## src/dram_odt_regs.svh

```systemverilog
// register map, field positions, reset values and latency constants
//------------------------------------------------------------------
// Functional notes
//------------------------------------------------------------------
// Functional notes
// - priority: disable, then write, then nominal, then parked termination
// - termination enabled when the nominal or parked field is non-zero or the write field is 1 to 3
// - pin ignored when nominal field is zero or in self refresh
// - no termination at all during self refresh
// - written rank applies write termination whatever the pin level
// - nominal termination applied while the pin is sampled high
// - pin low or nominal off: parked if enabled, else high impedance
// - after read, high impedance for the read window regardless of settings
// - pin receiver powered down when nominal field is zero
// - nominal and parked: off, 240, 120, 80, 60, 48, 40, 34 ohms
// - write field: off, 240, 120, 80 ohms only
// - x16 terminates all data, both masks, both strobes; x8 adds strobe pair
// - synchronous timing whenever the delay-locked loop is locked
// - nominal switches a fixed latency after the pin is sampled high or low
// - direct latencies are write+additive+parity latency minus 2 or 3
// - read turn-off latency uses the same sum
// - parked returns at read turn-off plus 6 or plus 7 on the fly
// - fixed chop-4 two-cycle preamble: parked returns at read turn-off plus 5
// - no termination while driving read data, only after postamble
// - termination disabled automatically during impedance calibration
// - write termination from write latency minus 2 or 3 for a burst dependent span
// - with the loop unlocked the pin is not delayed by additive or parity
`ifndef DRAM_ODT_REGS_SVH
`define DRAM_ODT_REGS_SVH
`define TERM_MODE_ADR 8'h00
`define TERM_CFG_ADR 8'h04
`define TERM_STAT_ADR 8'h08
`define NOM_LSB 0
`define WR_LSB 3
`define PARK_LSB 6
`define WLAT_LSB 0
`define ADDLAT_LSB 8
`define PARLAT_LSB 16
`define PRE2_BIT 24
`define CRC_BIT 25
`define BC4FIX_BIT 26
`define X16_BIT 27
`define TERM_STROBE_BIT 28
`define MODE_RST 32'h0000_0000
`define CFG_RST 32'h0000_0009
`define PRE1_SUB 7'h02
`define PRE2_SUB 7'h03
`define PARK_OTF_1T 8'h06
`define PARK_OTF_2T 8'h07
`define PARK_BC4_1T 8'h04
`define PARK_BC4_2T 8'h05
`define WR4_1T 8'h04
`define WR4_1T_CRC 8'h05
`define WR4_2T 8'h05
`define WR4_2T_CRC 8'h08
`define WR8_1T 8'h06
`define WR8_1T_CRC 8'h07
`define WR8_2T 8'h07
`define WR8_2T_CRC 8'h08
`endif

```

## src/term_pkg.sv

```systemverilog
// types shared by the termination control logic
package term_pkg;
    typedef enum logic [1:0] {
        RTT_OFF = 2'b00,
        RTT_WR = 2'b01,
        RTT_NOMINAL = 2'b10,
        RTT_PARK = 2'b11
    } rtt_state_t;
    typedef struct packed {
        rtt_state_t state;
        logic [2:0] code;
    } term_out_t;
    typedef struct packed {
        logic dq;
        logic [1:0] dm;
        logic [1:0] dqs;
        logic term_strobe;
    } term_lanes_t;
endpackage

```

## src/dram_on_die_termination_ctrl.sv

```systemverilog
// on-die termination control with a classic wishbone register slave
`include "dram_odt_regs.svh"
module dram_on_die_termination_ctrl #(
    parameter int HIST_DEPTH = 96
) (
    // clock and reset
    input wire logic clk_i,
    input wire logic rst_i,
    // wishbone slave
    input wire logic wb_cyc_i,
    input wire logic wb_stb_i,
    input wire logic wb_we_i,
    input wire logic [7:0] wb_adr_i,
    input wire logic [3:0] wb_sel_i,
    input wire logic [31:0] wb_dat_i,
    output logic [31:0] wb_dat_o,
    output logic wb_ack_o,
    // termination pin and device events
    input wire logic odt_pin_i,
    input wire logic cmd_write_i,
    input wire logic cmd_read_i,
    input wire logic cmd_chop4_i,
    input wire logic self_refresh_i,
    input wire logic zq_cal_i,
    input wire logic dll_locked_i,
    // termination outputs
    output term_pkg::term_out_t term_o,
    output logic [7:0] term_ohms_o,
    output term_pkg::term_lanes_t lanes_o,
    output logic odt_rx_en_o
);
    import term_pkg::*;

    if (HIST_DEPTH < 88) begin : g_depth_check
        $error("HIST_DEPTH must cover the longest latency plus window");
    end

    //------------------------------------------------------------------
    // helper functions
    //------------------------------------------------------------------
    function automatic logic [7:0] code_to_ohms(input logic [2:0] code);
        logic [7:0] r;
        r = 8'h00;
        case (code)
            3'h1: r = 8'hF0;
            3'h2: r = 8'h78;
            3'h3: r = 8'h50;
            3'h4: r = 8'h3C;
            3'h5: r = 8'h30;
            3'h6: r = 8'h28;
            3'h7: r = 8'h22;
            default: r = 8'h00;
        endcase
        return r;
    endfunction

    function automatic logic [7:0] wr_len(input logic chop, input logic pre2,
                                          input logic crc);
        logic [7:0] r;
        r = `WR8_1T;
        case ({chop, pre2, crc})
            3'b100: r = `WR4_1T;
            3'b101: r = `WR4_1T_CRC;
            3'b110: r = `WR4_2T;
            3'b111: r = `WR4_2T_CRC;
            3'b000: r = `WR8_1T;
            3'b001: r = `WR8_1T_CRC;
            3'b010: r = `WR8_2T;
            default: r = `WR8_2T_CRC;
        endcase
        return r;
    endfunction

    //------------------------------------------------------------------
    // register file
    //------------------------------------------------------------------
    logic [31:0] mode_r;
    logic [31:0] cfg_r;
    logic ack_r;
    logic [31:0] dat_r;
    logic [31:0] stat_w;
    logic req;
    term_out_t term_r;
    term_out_t term_nxt;
    logic pin_s_r;
    logic odt_en;

    assign req = wb_cyc_i && wb_stb_i;
    assign wb_ack_o = ack_r;
    assign wb_dat_o = dat_r;

    always_ff @(posedge clk_i) begin
        if (rst_i) begin
            ack_r <= 1'b0;
        end else begin
            ack_r <= req && !ack_r;
        end
    end

    always_ff @(posedge clk_i) begin
        if (rst_i) begin
            mode_r <= `MODE_RST;
            cfg_r <= `CFG_RST;
        end else if (req && ack_r && wb_we_i) begin
            for (int b = 0; b < 4; b++) begin
                if (wb_sel_i[b] && wb_adr_i == `TERM_MODE_ADR) begin
                    mode_r[b*8 +: 8] <= wb_dat_i[b*8 +: 8];
                end
                if (wb_sel_i[b] && wb_adr_i == `TERM_CFG_ADR) begin
                    cfg_r[b*8 +: 8] <= wb_dat_i[b*8 +: 8];
                end
            end
        end
    end

    assign stat_w = {23'h00_0000, pin_s_r, dll_locked_i, odt_rx_en_o,
                     odt_en, term_r.code, term_r.state};

    always_ff @(posedge clk_i) begin
        if (rst_i) begin
            dat_r <= 32'h0000_0000;
        end else if (req && !ack_r) begin
            if (wb_adr_i == `TERM_MODE_ADR) begin
                dat_r <= {23'h00_0000, mode_r[8:0]};
            end else if (wb_adr_i == `TERM_CFG_ADR) begin
                dat_r <= {3'h0, cfg_r[28:0]};
            end else if (wb_adr_i == `TERM_STAT_ADR) begin
                dat_r <= stat_w;
            end else begin
                dat_r <= 32'h0000_0000;
            end
        end
    end

    //------------------------------------------------------------------
    // field decode
    //------------------------------------------------------------------
    logic [2:0] nom_code;
    logic [2:0] wr_code;
    logic [2:0] park_code;
    logic pre2;
    logic crc;
    logic chop_fixed;
    logic nom_en;
    logic wr_en;
    logic park_en;
    logic [6:0] wl_sum;
    logic [6:0] lat;

    assign nom_code = mode_r[`NOM_LSB +: 3];
    assign wr_code = mode_r[`WR_LSB +: 3];
    assign park_code = mode_r[`PARK_LSB +: 3];
    assign pre2 = cfg_r[`PRE2_BIT];
    assign crc = cfg_r[`CRC_BIT];
    assign chop_fixed = cfg_r[`BC4FIX_BIT];
    // zero code is off; write field only has three resistances
    assign nom_en = nom_code != 3'h0;
    assign park_en = park_code != 3'h0;
    assign wr_en = wr_code != 3'h0 && wr_code <= 3'h3;
    assign odt_en = nom_en || wr_en || park_en;

    // write plus additive plus parity latency, less the preamble term
    assign wl_sum = 7'(cfg_r[`WLAT_LSB +: 5]) + 7'(cfg_r[`ADDLAT_LSB +: 5])
                  + 7'(cfg_r[`PARLAT_LSB +: 4]);
    always_comb begin
        lat = 7'h01;
        if (pre2 && wl_sum > `PRE2_SUB) begin
            lat = wl_sum - `PRE2_SUB;
        end else if (!pre2 && wl_sum > `PRE1_SUB) begin
            lat = wl_sum - `PRE1_SUB;
        end
    end

    //------------------------------------------------------------------
    // pin synchroniser and event history
    //------------------------------------------------------------------
    logic pin_meta_r;
    logic [HIST_DEPTH-1:0] pin_hist_r;
    logic [HIST_DEPTH-1:0] wr_hist_r;
    logic [HIST_DEPTH-1:0] chop_hist_r;
    logic [HIST_DEPTH-1:0] rd_hist_r;

    always_ff @(posedge clk_i) begin
        if (rst_i) begin
            pin_meta_r <= 1'b0;
            pin_s_r <= 1'b0;
        end else begin
            pin_meta_r <= odt_pin_i;
            pin_s_r <= pin_meta_r;
        end
    end

    always_ff @(posedge clk_i) begin
        if (rst_i) begin
            pin_hist_r <= '0;
        end else begin
            pin_hist_r <= {pin_hist_r[HIST_DEPTH-2:0], pin_s_r};
        end
    end

    always_ff @(posedge clk_i) begin
        if (rst_i) begin
            wr_hist_r <= '0;
            chop_hist_r <= '0;
            rd_hist_r <= '0;
        end else begin
            wr_hist_r <= {wr_hist_r[HIST_DEPTH-2:0], cmd_write_i};
            chop_hist_r <= {chop_hist_r[HIST_DEPTH-2:0], cmd_chop4_i};
            rd_hist_r <= {rd_hist_r[HIST_DEPTH-2:0], cmd_read_i};
        end
    end

    //------------------------------------------------------------------
    // timing windows
    //------------------------------------------------------------------
    logic sync_mode;
    logic pin_seen;
    logic wr_act;
    logic rd_act;
    logic [7:0] lat8;
    logic [7:0] park_add;

    assign sync_mode = dll_locked_i;
    assign lat8 = {1'b0, lat};

    // locked: pin acts a full latency late; unlocked: no added delay
    assign pin_seen = sync_mode ? pin_hist_r[lat - 7'h01] : pin_s_r;

    always_comb begin
        park_add = pre2 ? `PARK_OTF_2T : `PARK_OTF_1T;
        if (chop_fixed) begin
            park_add = pre2 ? `PARK_BC4_2T : `PARK_BC4_1T;
        end
    end

    always_comb begin
        logic [7:0] k;
        logic [7:0] len;
        k = 8'h00;
        len = 8'h00;
        wr_act = 1'b0;
        rd_act = 1'b0;
        for (int i = 0; i < HIST_DEPTH; i++) begin
            k = 8'(i + 1);
            len = wr_len(chop_hist_r[i] || chop_fixed, pre2, crc);
            // dynamic write termination needs the locked loop
            if (sync_mode && wr_hist_r[i] && k >= lat8
                && k < lat8 + len) begin
                wr_act = 1'b1;
            end
            if (rd_hist_r[i] && k >= lat8 && k < lat8 + park_add) begin
                rd_act = 1'b1;
            end
        end
    end

    //------------------------------------------------------------------
    // termination selection
    //------------------------------------------------------------------
    logic dis;
    logic nom_on;

    assign dis = self_refresh_i || zq_cal_i || rd_act;
    assign nom_on = nom_en && !self_refresh_i && pin_seen;

    always_comb begin
        term_nxt = '{state: RTT_OFF, code: 3'h0};
        if (dis || !odt_en) begin
            term_nxt = '{state: RTT_OFF, code: 3'h0};
        end else if (wr_act && wr_en) begin
            term_nxt = '{state: RTT_WR, code: wr_code};
        end else if (nom_on) begin
            term_nxt = '{state: RTT_NOMINAL, code: nom_code};
        end else if (park_en) begin
            term_nxt = '{state: RTT_PARK, code: park_code};
        end
    end

    always_ff @(posedge clk_i) begin
        if (rst_i) begin
            term_r <= '{state: RTT_OFF, code: 3'h0};
            term_ohms_o <= 8'h00;
        end else begin
            term_r <= term_nxt;
            term_ohms_o <= code_to_ohms(term_nxt.code);
        end
    end

    assign term_o = term_r;

    always_ff @(posedge clk_i) begin
        if (rst_i) begin
            lanes_o <= '0;
        end else if (term_nxt.state == RTT_OFF) begin
            lanes_o <= '0;
        end else begin
            lanes_o.dq <= 1'b1;
            lanes_o.dqs[0] <= 1'b1;
            lanes_o.dm[0] <= 1'b1;
            lanes_o.dqs[1] <= cfg_r[`X16_BIT];
            lanes_o.dm[1] <= cfg_r[`X16_BIT];
            lanes_o.term_strobe <= !cfg_r[`X16_BIT] && cfg_r[`TERM_STROBE_BIT];
        end
    end

    always_ff @(posedge clk_i) begin
        if (rst_i) begin
            odt_rx_en_o <= 1'b0;
        end else begin
            odt_rx_en_o <= nom_en;
        end
    end

    //------------------------------------------------------------------
    // assertions
    //------------------------------------------------------------------
    AST_SR_OFF: assert property (@(posedge clk_i) disable iff (rst_i)
        self_refresh_i |=> term_r.state == RTT_OFF && term_ohms_o == 8'h00)
        else $error("termination active in self refresh");

    AST_CAL_OFF: assert property (@(posedge clk_i) disable iff (rst_i)
        zq_cal_i |=> term_r.state == RTT_OFF)
        else $error("termination active during calibration");

    AST_READ_HIZ: assert property (@(posedge clk_i) disable iff (rst_i)
        rd_act |=> term_r.state == RTT_OFF && lanes_o == '0)
        else $error("termination active in read window");

    AST_WR_PRIO: assert property (@(posedge clk_i) disable iff (rst_i)
        !dis && wr_act && wr_en |=> term_r.state == RTT_WR
            && term_r.code == $past(wr_code))
        else $error("write termination not applied");

    AST_NOM_ON: assert property (@(posedge clk_i) disable iff (rst_i)
        !dis && !(wr_act && wr_en) && nom_on
            |=> term_r.state == RTT_NOMINAL && term_r.code == $past(nom_code))
        else $error("nominal termination not applied");

    AST_PARK: assert property (@(posedge clk_i) disable iff (rst_i)
        !dis && !(wr_act && wr_en) && !nom_on && park_en
            |=> term_r.state == RTT_PARK)
        else $error("parked termination not applied");

    AST_PIN_IGNORED: assert property (@(posedge clk_i) disable iff (rst_i)
        (!nom_en || self_refresh_i) |=> term_r.state != RTT_NOMINAL)
        else $error("pin acted while it should be ignored");

    AST_RX_PWR: assert property (@(posedge clk_i) disable iff (rst_i)
        !nom_en ##1 !nom_en |-> !odt_rx_en_o)
        else $error("pin receiver powered with nominal off");

    AST_WR_RANGE: assert property (@(posedge clk_i) disable iff (rst_i)
        term_r.state == RTT_WR |-> term_r.code inside {3'h1, 3'h2, 3'h3}
            && term_ohms_o >= 8'h50)
        else $error("write termination code out of range");

    AST_LANES: assert property (@(posedge clk_i) disable iff (rst_i)
        term_nxt.state != RTT_OFF && cfg_r[`X16_BIT]
            |=> lanes_o.dm == 2'b11 && lanes_o.dqs == 2'b11 && !lanes_o.term_strobe)
        else $error("x16 lanes not all terminated");

    AST_DIRECT_LAT: assert property (@(posedge clk_i) disable iff (rst_i)
        sync_mode && $stable(lat) && nom_en && !self_refresh_i
            |-> nom_on == pin_hist_r[lat - 7'h01])
        else $error("nominal switch not at direct latency");
endmodule

```

## config.mk

```make
export PLATFORM = sky130hd
export DESIGN_NAME = dram_on_die_termination_ctrl
export DESIGN_NICKNAME = d
export VERILOG_FILES = /design/src/term_pkg.sv /design/src/dram_on_die_termination_ctrl.sv
export VERILOG_INCLUDE_DIRS = /design/src
export SDC_FILE = /design/constraint.sdc
export NUM_CORES = 1
export LEC_CHECK = 0
export ABC_AREA = 1
export BUFFER_PORTS_ARGS = -buffer_cell sky130_fd_sc_hd__buf_2
export CAP_MARGIN = 40
export CORE_UTILIZATION = 50
export DETAILED_ROUTE_END_ITERATION = 16
export GPL_TIMING_DRIVEN = 0
export MAX_ROUTING_LAYER = met4
export PLACE_DENSITY = 0.66
export SYNTH_ARGS = -nofsm -noshare
export SYNTH_HDL_FRONTEND = slang
export SYNTH_SLANG_ARGS = --single-unit
```

## constraint.sdc

```tcl
create_clock -name clk_i -period 21.4 [get_ports clk_i]
set_input_delay 4.28 -clock clk_i [delete_from_list [all_inputs] [get_ports clk_i]]
set_output_delay 4.28 -clock clk_i [all_outputs]
set_load 0.02 [all_outputs]
```

=== After elaboration in Yosys (flattened, before gate mapping) ===
Index checks and enable logic that the tools add are counted.

* Add/sub/neg operators: 102
* Multiplexer cells: 305
* Order comparisons: 292
* Eq/ne operators: 489
* Reductions and logical operators: 903

{| class="wikitable"
|+ Operators with widths
! kind !! count
|-
| case mux 4 bit (4 select lines) || 96
|-
| equality test 3 bit, second input constant || 292
|-
| adder 7 x 8 -> 8 bit || 97
|-
| < comparator 7 x 8 -> 1 bit, first input constant || 66
|-
| < comparator 6 x 8 -> 1 bit, first input constant || 64
|-
| logical AND 1 bit || 497
|-
| OR reduction 2 bit || 193
|-
| equality test 3 x 2 -> 1 bit, second input constant || 98
|-
| equality test 3 x 1 -> 1 bit, second input constant || 97
|-
| zero test 3 bit || 96
|-
| < comparator 5 x 8 -> 1 bit, first input constant || 32
|-
| greater-or-equal comparator 7 bit, first input constant || 33
|-
| greater-or-equal comparator 6 x 7 -> 1 bit, first input constant || 32
|-
| 2-to-1 mux 1 bit || 196
|-
| < comparator 4 x 8 -> 1 bit, first input constant || 16
|-
| greater-or-equal comparator 5 x 7 -> 1 bit, first input constant || 16
|-
| logical OR 1 bit || 101
|-
| < comparator 3 x 8 -> 1 bit, first input constant || 8
|-
| 2-to-1 mux 29 bit || 2
|-
| greater-or-equal comparator 4 x 7 -> 1 bit, first input constant || 8
|-
| case mux 8 bit (7 select lines) || 1
|-
| < comparator 2 x 8 -> 1 bit, first input constant || 4
|-
| greater-or-equal comparator 3 x 7 -> 1 bit, first input constant || 4
|-
| 2-to-1 mux 5 bit || 4
|-
| 22 further kinds || 38
|}

* Output and inout bits: 53
* Bits in registers: 476
* Logic and storage cells: 2,114
* Bits of input ports: 56

=== Logic depth before layout (Yosys ltp) ===
* Word-level depth: 110
* Depth in mapped cells: 43
* Mapped depth without buffers: 41

=== Least setup slack after synthesis ===
Ideal clock, no wire load.

* Path type: reg-to-reg
* From: register cfg_r[1]
* To: register term_ohms_o[4]
* Data arrival time: 10.960 ns
* Clock period less this slack: 11.075 ns
* Slack: 10.325 ns
* Cell stages (with the launch flop): 35
* Required time: 21.285 ns
* Cells stage by stage: dfxtp_1 fa_1 ha_1 inv_1 fa_1 ha_1 a21boi_1 nor2_1 nor2_1 nand2_4 nand3_1 nand2_1 inv_1 fa_1 a21oi_1 o21ai_0 nand2_1 nor2_1 nand2_1 nand2_1 nand2_1 nor2_1 nand2_1 nor2_1 nand3_1 nor2_1 nand3_1 nor2_1 nand2_2 nand2_2 nand2_1 nand3_2 nand2_1 nand3_1 nand2_1

* Word-level cells in the longest chain between the ends: 110

{| class="wikitable"
|+ RTL lines
! what !! line !! RTL
|-
| start: declaration || dram_on_die_termination_ctrl.sv:78 || <nowiki>logic [31:0] cfg_r;</nowiki>
|-
| start signal: assignment || dram_on_die_termination_ctrl.sv:103 || <nowiki>cfg_r <= `CFG_RST;</nowiki>
|-
| start signal: indexed assignment || dram_on_die_termination_ctrl.sv:110 || <nowiki>cfg_r[b*8 +: 8] <= wb_dat_i[b*8 +: 8];</nowiki>
|-
| adder 5 x 5 -> 6 bit (*) || dram_on_die_termination_ctrl.sv:163 || <nowiki>assign wl_sum = 7'(cfg_r[`WLAT_LSB +: 5]) + 7'(cfg_r[`ADDLAT_LSB +: 5])</nowiki>
|-
| adder 6 x 4 -> 7 bit (*) || dram_on_die_termination_ctrl.sv:163 ||
|-
| > comparator 7 x 2 -> 1 bit (no source line) || n/a ||
|-
| logical AND 1 bit (no source line) || n/a ||
|-
| 2-to-1 mux 7 bit || dram_on_die_termination_ctrl.sv:169 || <nowiki>end else if (!pre2 && wl_sum > `PRE1_SUB) begin</nowiki>
|-
| 2-to-1 mux 7 bit (*) || dram_on_die_termination_ctrl.sv:167 || <nowiki>if (pre2 && wl_sum > `PRE2_SUB) begin</nowiki>
|-
| adder 7 x 8 -> 8 bit (tied with other cells) || dram_on_die_termination_ctrl.sv:248 || <nowiki>&& k < lat8 + len) begin</nowiki>
|-
| < comparator 1 x 8 -> 1 bit (tied with other cells) || dram_on_die_termination_ctrl.sv:248 ||
|-
| logical AND 1 bit, on equally long branches || dram_on_die_termination_ctrl.sv:248, dram_on_die_termination_ctrl.sv:251 ||
|-
| 2-to-1 mux 1 bit, on equally long branches (96 in a row) || dram_on_die_termination_ctrl.sv:247, dram_on_die_termination_ctrl.sv:251 ||
|-
| logical AND 1 bit or logical OR 1 bit (tied branches) || dram_on_die_termination_ctrl.sv:270, dram_on_die_termination_ctrl.sv:263 ||
|-
| 2-to-1 mux 5 bit or logical OR 1 bit (tied branches) || dram_on_die_termination_ctrl.sv:270, dram_on_die_termination_ctrl.sv:268 ||
|-
| 2-to-1 mux 5 bit (*) || dram_on_die_termination_ctrl.sv:268 || <nowiki>if (dis || !odt_en) begin</nowiki>
|-
| equality test 3 bit (tied with other cells) || dram_on_die_termination_ctrl.sv:44 || <nowiki>case (code)</nowiki>
|-
| case mux 8 bit (7 select lines) (*) || dram_on_die_termination_ctrl.sv:44 ||
|-
| end signal: assignment || dram_on_die_termination_ctrl.sv:285 || <nowiki>term_ohms_o <= code_to_ohms(term_nxt.code);</nowiki>
|-
| end: declaration || dram_on_die_termination_ctrl.sv:28 || <nowiki>output logic [7:0] term_ohms_o,</nowiki>
|}

Every way passes the cells marked *; elsewhere a longest branch is shown, timed or not. The select of a mux whose other input is x is not followed.
A chain may end at the register's enable or synchronous reset.

=== Final worst setup path ===
* From: register cfg_r[17]
* To: register term_ohms_o[5]

* Word-level cells in the longest chain between the ends: 109

{| class="wikitable"
|+ RTL lines
! what !! line
|-
| adder 6 x 4 -> 7 bit (*) || dram_on_die_termination_ctrl.sv:163
|-
| > comparator 7 x 2 -> 1 bit (no source line) || n/a
|-
| logical AND 1 bit (no source line) || n/a
|-
| 2-to-1 mux 7 bit || dram_on_die_termination_ctrl.sv:169
|-
| 2-to-1 mux 7 bit (*) || dram_on_die_termination_ctrl.sv:167
|-
| adder 7 x 8 -> 8 bit (tied with other cells) || dram_on_die_termination_ctrl.sv:248
|-
| < comparator 1 x 8 -> 1 bit (tied with other cells) || dram_on_die_termination_ctrl.sv:248
|-
| logical AND 1 bit, on equally long branches || dram_on_die_termination_ctrl.sv:248, dram_on_die_termination_ctrl.sv:251
|-
| 2-to-1 mux 1 bit, on equally long branches (96 in a row) || dram_on_die_termination_ctrl.sv:247, dram_on_die_termination_ctrl.sv:251
|-
| logical AND 1 bit or logical OR 1 bit (tied branches) || dram_on_die_termination_ctrl.sv:270, dram_on_die_termination_ctrl.sv:263
|-
| 2-to-1 mux 5 bit or logical OR 1 bit (tied branches) || dram_on_die_termination_ctrl.sv:270, dram_on_die_termination_ctrl.sv:268
|-
| 2-to-1 mux 5 bit (*) || dram_on_die_termination_ctrl.sv:268
|-
| equality test 3 bit (tied with other cells) || dram_on_die_termination_ctrl.sv:44
|-
| case mux 8 bit (7 select lines) (*) || dram_on_die_termination_ctrl.sv:44
|}

Marked as above.

==> results.py <==
metrics = {
    "sta": {
        "tightest_slew_ps": 1062,
        "fmax_mhz": 113.8,
        "worst_slack_ps": 12620,
        "hold_viol": 0,
        "setup_viol": 0,
        "timing.hold.ws_ps": 398.1,
        "clock_skew_ps": 24.47,
        "post-route-period-util": 0.4104,
        "tns_ps": 0,
        "drv_slew": 0,
        "finalCriticalPeriod_ps": 8784,
        "slew_headroom": 0.2921,
        "rsz0062_at_grt": "no",
    },
    "final_layout": {
        "final_common_cell": "nand2_1",
        "layout_common_cells": "1,261 x nand2_1, 861 x nor2_1, 601 x inv_1",
        "drive_gt1_frac": 0.07825,
        "final_net_count": 5495,
        "multi_input_area_um2": 18870,
        "fillers": 6388,
        "regArea_um2": 9409,
        "syn2layout_area_growth_pct": 11.68,
    },
    "drt": {
        "post-route-drc-count": 0,
        "first_iter_violations": 5369,
        "wl_um": 155900,
        "wl_per_cell_um": 25.43,
        "first_pass_iters": 9,
        "via_per_inst": 5.939,
        "ant_nets": 0,
        "vias": 36400,
    },
    "setup_path": {
        "crit_fanout": 16,
        "crit_path_frequent_cell": "nand2_1",
        "required_ps": 21900,
        "startpoint_type": "flip-flop",
        "slowest_stage": "o21ai_0",
        "worst_path_largest_cell_delay_ps": 830,
        "worstPathArrival_ps": 9280,
        "criticalPathCategory": "reg -> reg",
        "reg2reg_depth": 35,
        "end_kind": "flip-flop",
    },
    "floorplan": {
        "initial_core_util": 0.5060,
        "die_h_um": 254.4,
        "core_um2": 62970,
        "fp.dieW_um": 254.4,
        "fp-row-count": 92,
        "io_pins": 109,
        "die_area_um2": 64730,
    },
    "cts": {
        "cts_inserted_buffers": 49,
        "cts_setup_buffers": 0,
        "clkTransAtPathRegs_ps": 90,
        "postCtsHoldBufs": 0,
        "root_buffer": "clkbuf_16",
        "cts_resized": 0,
        "cts_max_level": 2,
        "insertion_delay_ps": 640,
        "ctsLongestPathBuffers": 3,
        "cts_tree": "yes",
        "cts_sinks": 470,
    },
    "global_route": {
        "grt_pass1_vias": 33090,
        "grt_max_degree": 41,
        "grt_pass1_wl_um": 219100,
        "grt_remaining_overflow": 0,
        "antenna_found_initial": 7,
        "grt_usage": 0.4848,
    },
    "placement": {
        "pre_cts_ws_ps": 13110,
        "place_hpwl_um": 120000,
        "portBuffers": 99,
        "gp_congestion": 1.102,
    },
    "synth": {
        "ys_warn_count": 0,
        "synthesis.area_um2": 31860,
        "avgSynthCellArea_um2": 6.294,
        "syn_inst": 5062,
        "ys_seq_elements": 470,
        "ys_types": 58,
        "synthTopCellsByArea": "dfxtp_1 30%, nand2_1 15%, nor2_1 10%",
        "yosysTopAreaCell": "dfxtp_1",
        "synth_top_area_share": 0.2953,
        "ys_seq_area_frac": 0.2953,
    },
    "hold_path": {
        "holdPathStages": 2,
        "hp-class": "reg -> reg",
    },
    "power": {
        "leakagePower_nw": 16.41,
        "powerDensity_nw_per_um2": 52.52,
        "vdd_drop_max_mv": 0.08947,
    },
    "job": {
        "cap_violations": 0,
    },
    "outcome": {
        "status": "finished, final reports clean",
    },
}
-- path summary, 6_finish.rpt --
path                                            startpoint                          to  slack (ps)
worst max-delay path                cfg_r[17]$_SDFFE_PP0P_   term_ohms_o[5]$_SDFF_PP0_       12620
worst min-delay path            chop_hist_r[36]$_SDFF_PP0_  chop_hist_r[37]$_SDFF_PP0_         400
worst max register to register      cfg_r[17]$_SDFFE_PP0P_   term_ohms_o[5]$_SDFF_PP0_       12620
worst min register to register  chop_hist_r[36]$_SDFF_PP0_  chop_hist_r[37]$_SDFF_PP0_         400
-- per-stage QoR --
| stage | total power, mW | area, µm² | cells | utilization |
|---|---|---|---|---|
| finish | 1.868 | 35580 | 6130 | 0.5650 |
| global route | 1.903 | 35580 | 6130 | 0.5650 |
| CTS | 1.864 | 35540 | 6122 | 0.5644 |
| detailed placement | 0.9567 | 33830 | 6036 | 0.5372 |
| global placement | 0.9546 | 33420 | 6010 | 0.5308 |
| floorplan | 0.9297 | 31870 | 5065 | - |
-- synth_stat cells (all sizes together) --
library cell,count
nand4,30
nand3b,26
ha,118
fa,78
a31oi,12
a21boi,5
inv,615
a21oi,289
o211ai,47
buf,138
nor3,52
xor2,69
o31ai,2
o21bai,2
xnor2,3
and3,2
o21ai,310
clkbuf,146
a22oi,1
nor4,6
o311ai,1
a221oi,1
clkinv,3
a21o,13
o22ai,5
a211oi,2
nand3,416
nand2,1287
dfxtp,470
a41oi,9
o221ai,6
a31o,1
or2,19
and2,3
nor2,873
o21a,1
conb,1
-- state kept, by name (all words and copies together), names as in the netlist --
name / flops
cfg_r: 29
chop_hist_r: 96
lanes_o: 3
mode_r: 9
odt_rx_en_o: 1
pin_hist_r: 96
pin_meta_r: 1
pin_s_r: 1
rd_hist_r: 96
term_o: 5
term_ohms_o: 7
wb_ack_o: 1
wb_dat_o: 29
wr_hist_r: 96
-- worst max-delay path, delay by kind of cell (launching register included) --
family,cells,cell delay [ps]
simple gates,21,2420
buf+inv,5,2360
fa+ha+maj,5,2030
compound gates,4,1370
flops,1,420
-- where the power goes --
group	switching [mW]	internal [mW]
Combinational	0.0437	0.0150
Clock	0.390	0.539
Sequential	0.00239	0.879
Total	0.436	1.43
-- metal layers --
metal  global-route usage  up-vias  routed length (µm)
met1               0.6067    16840               59960
li1                     -    16300                   -
met2               0.6824     2608               63270
met5                    -        -                   0
met4               0.3394        0               13320
met3               0.1176      659               19370
-- cell type report --
type                       count  share of cell area
clock inverter                21            0.009355
multi-input combinational   3693              0.5305
timing repair buffer         127             0.02529
tap                          846             0.02975
buffer                       284             0.03636
sequential                   470              0.2645
inverter                     618             0.06520
clock buffer                  65             0.03868
antenna                        6           0.0004220
-- kinds of logic (layout without fill, tap and decap cells) --
logic type / count (synthesis) / after routing / share of synthesized area
buf+inv: 902 / 1115 / 0.1134
compound gates: 707 / 707 / 0.1205
other cells: 1 / 10 / 0.0001177
xor+xnor: 72 / 72 / 0.02121
fa+ha+maj: 196 / 196 / 0.09536
flops: 470 / 470 / 0.2953
simple gates: 2714 / 2714 / 0.3541
Note: power is estimated with default switching activity, not from simulation.
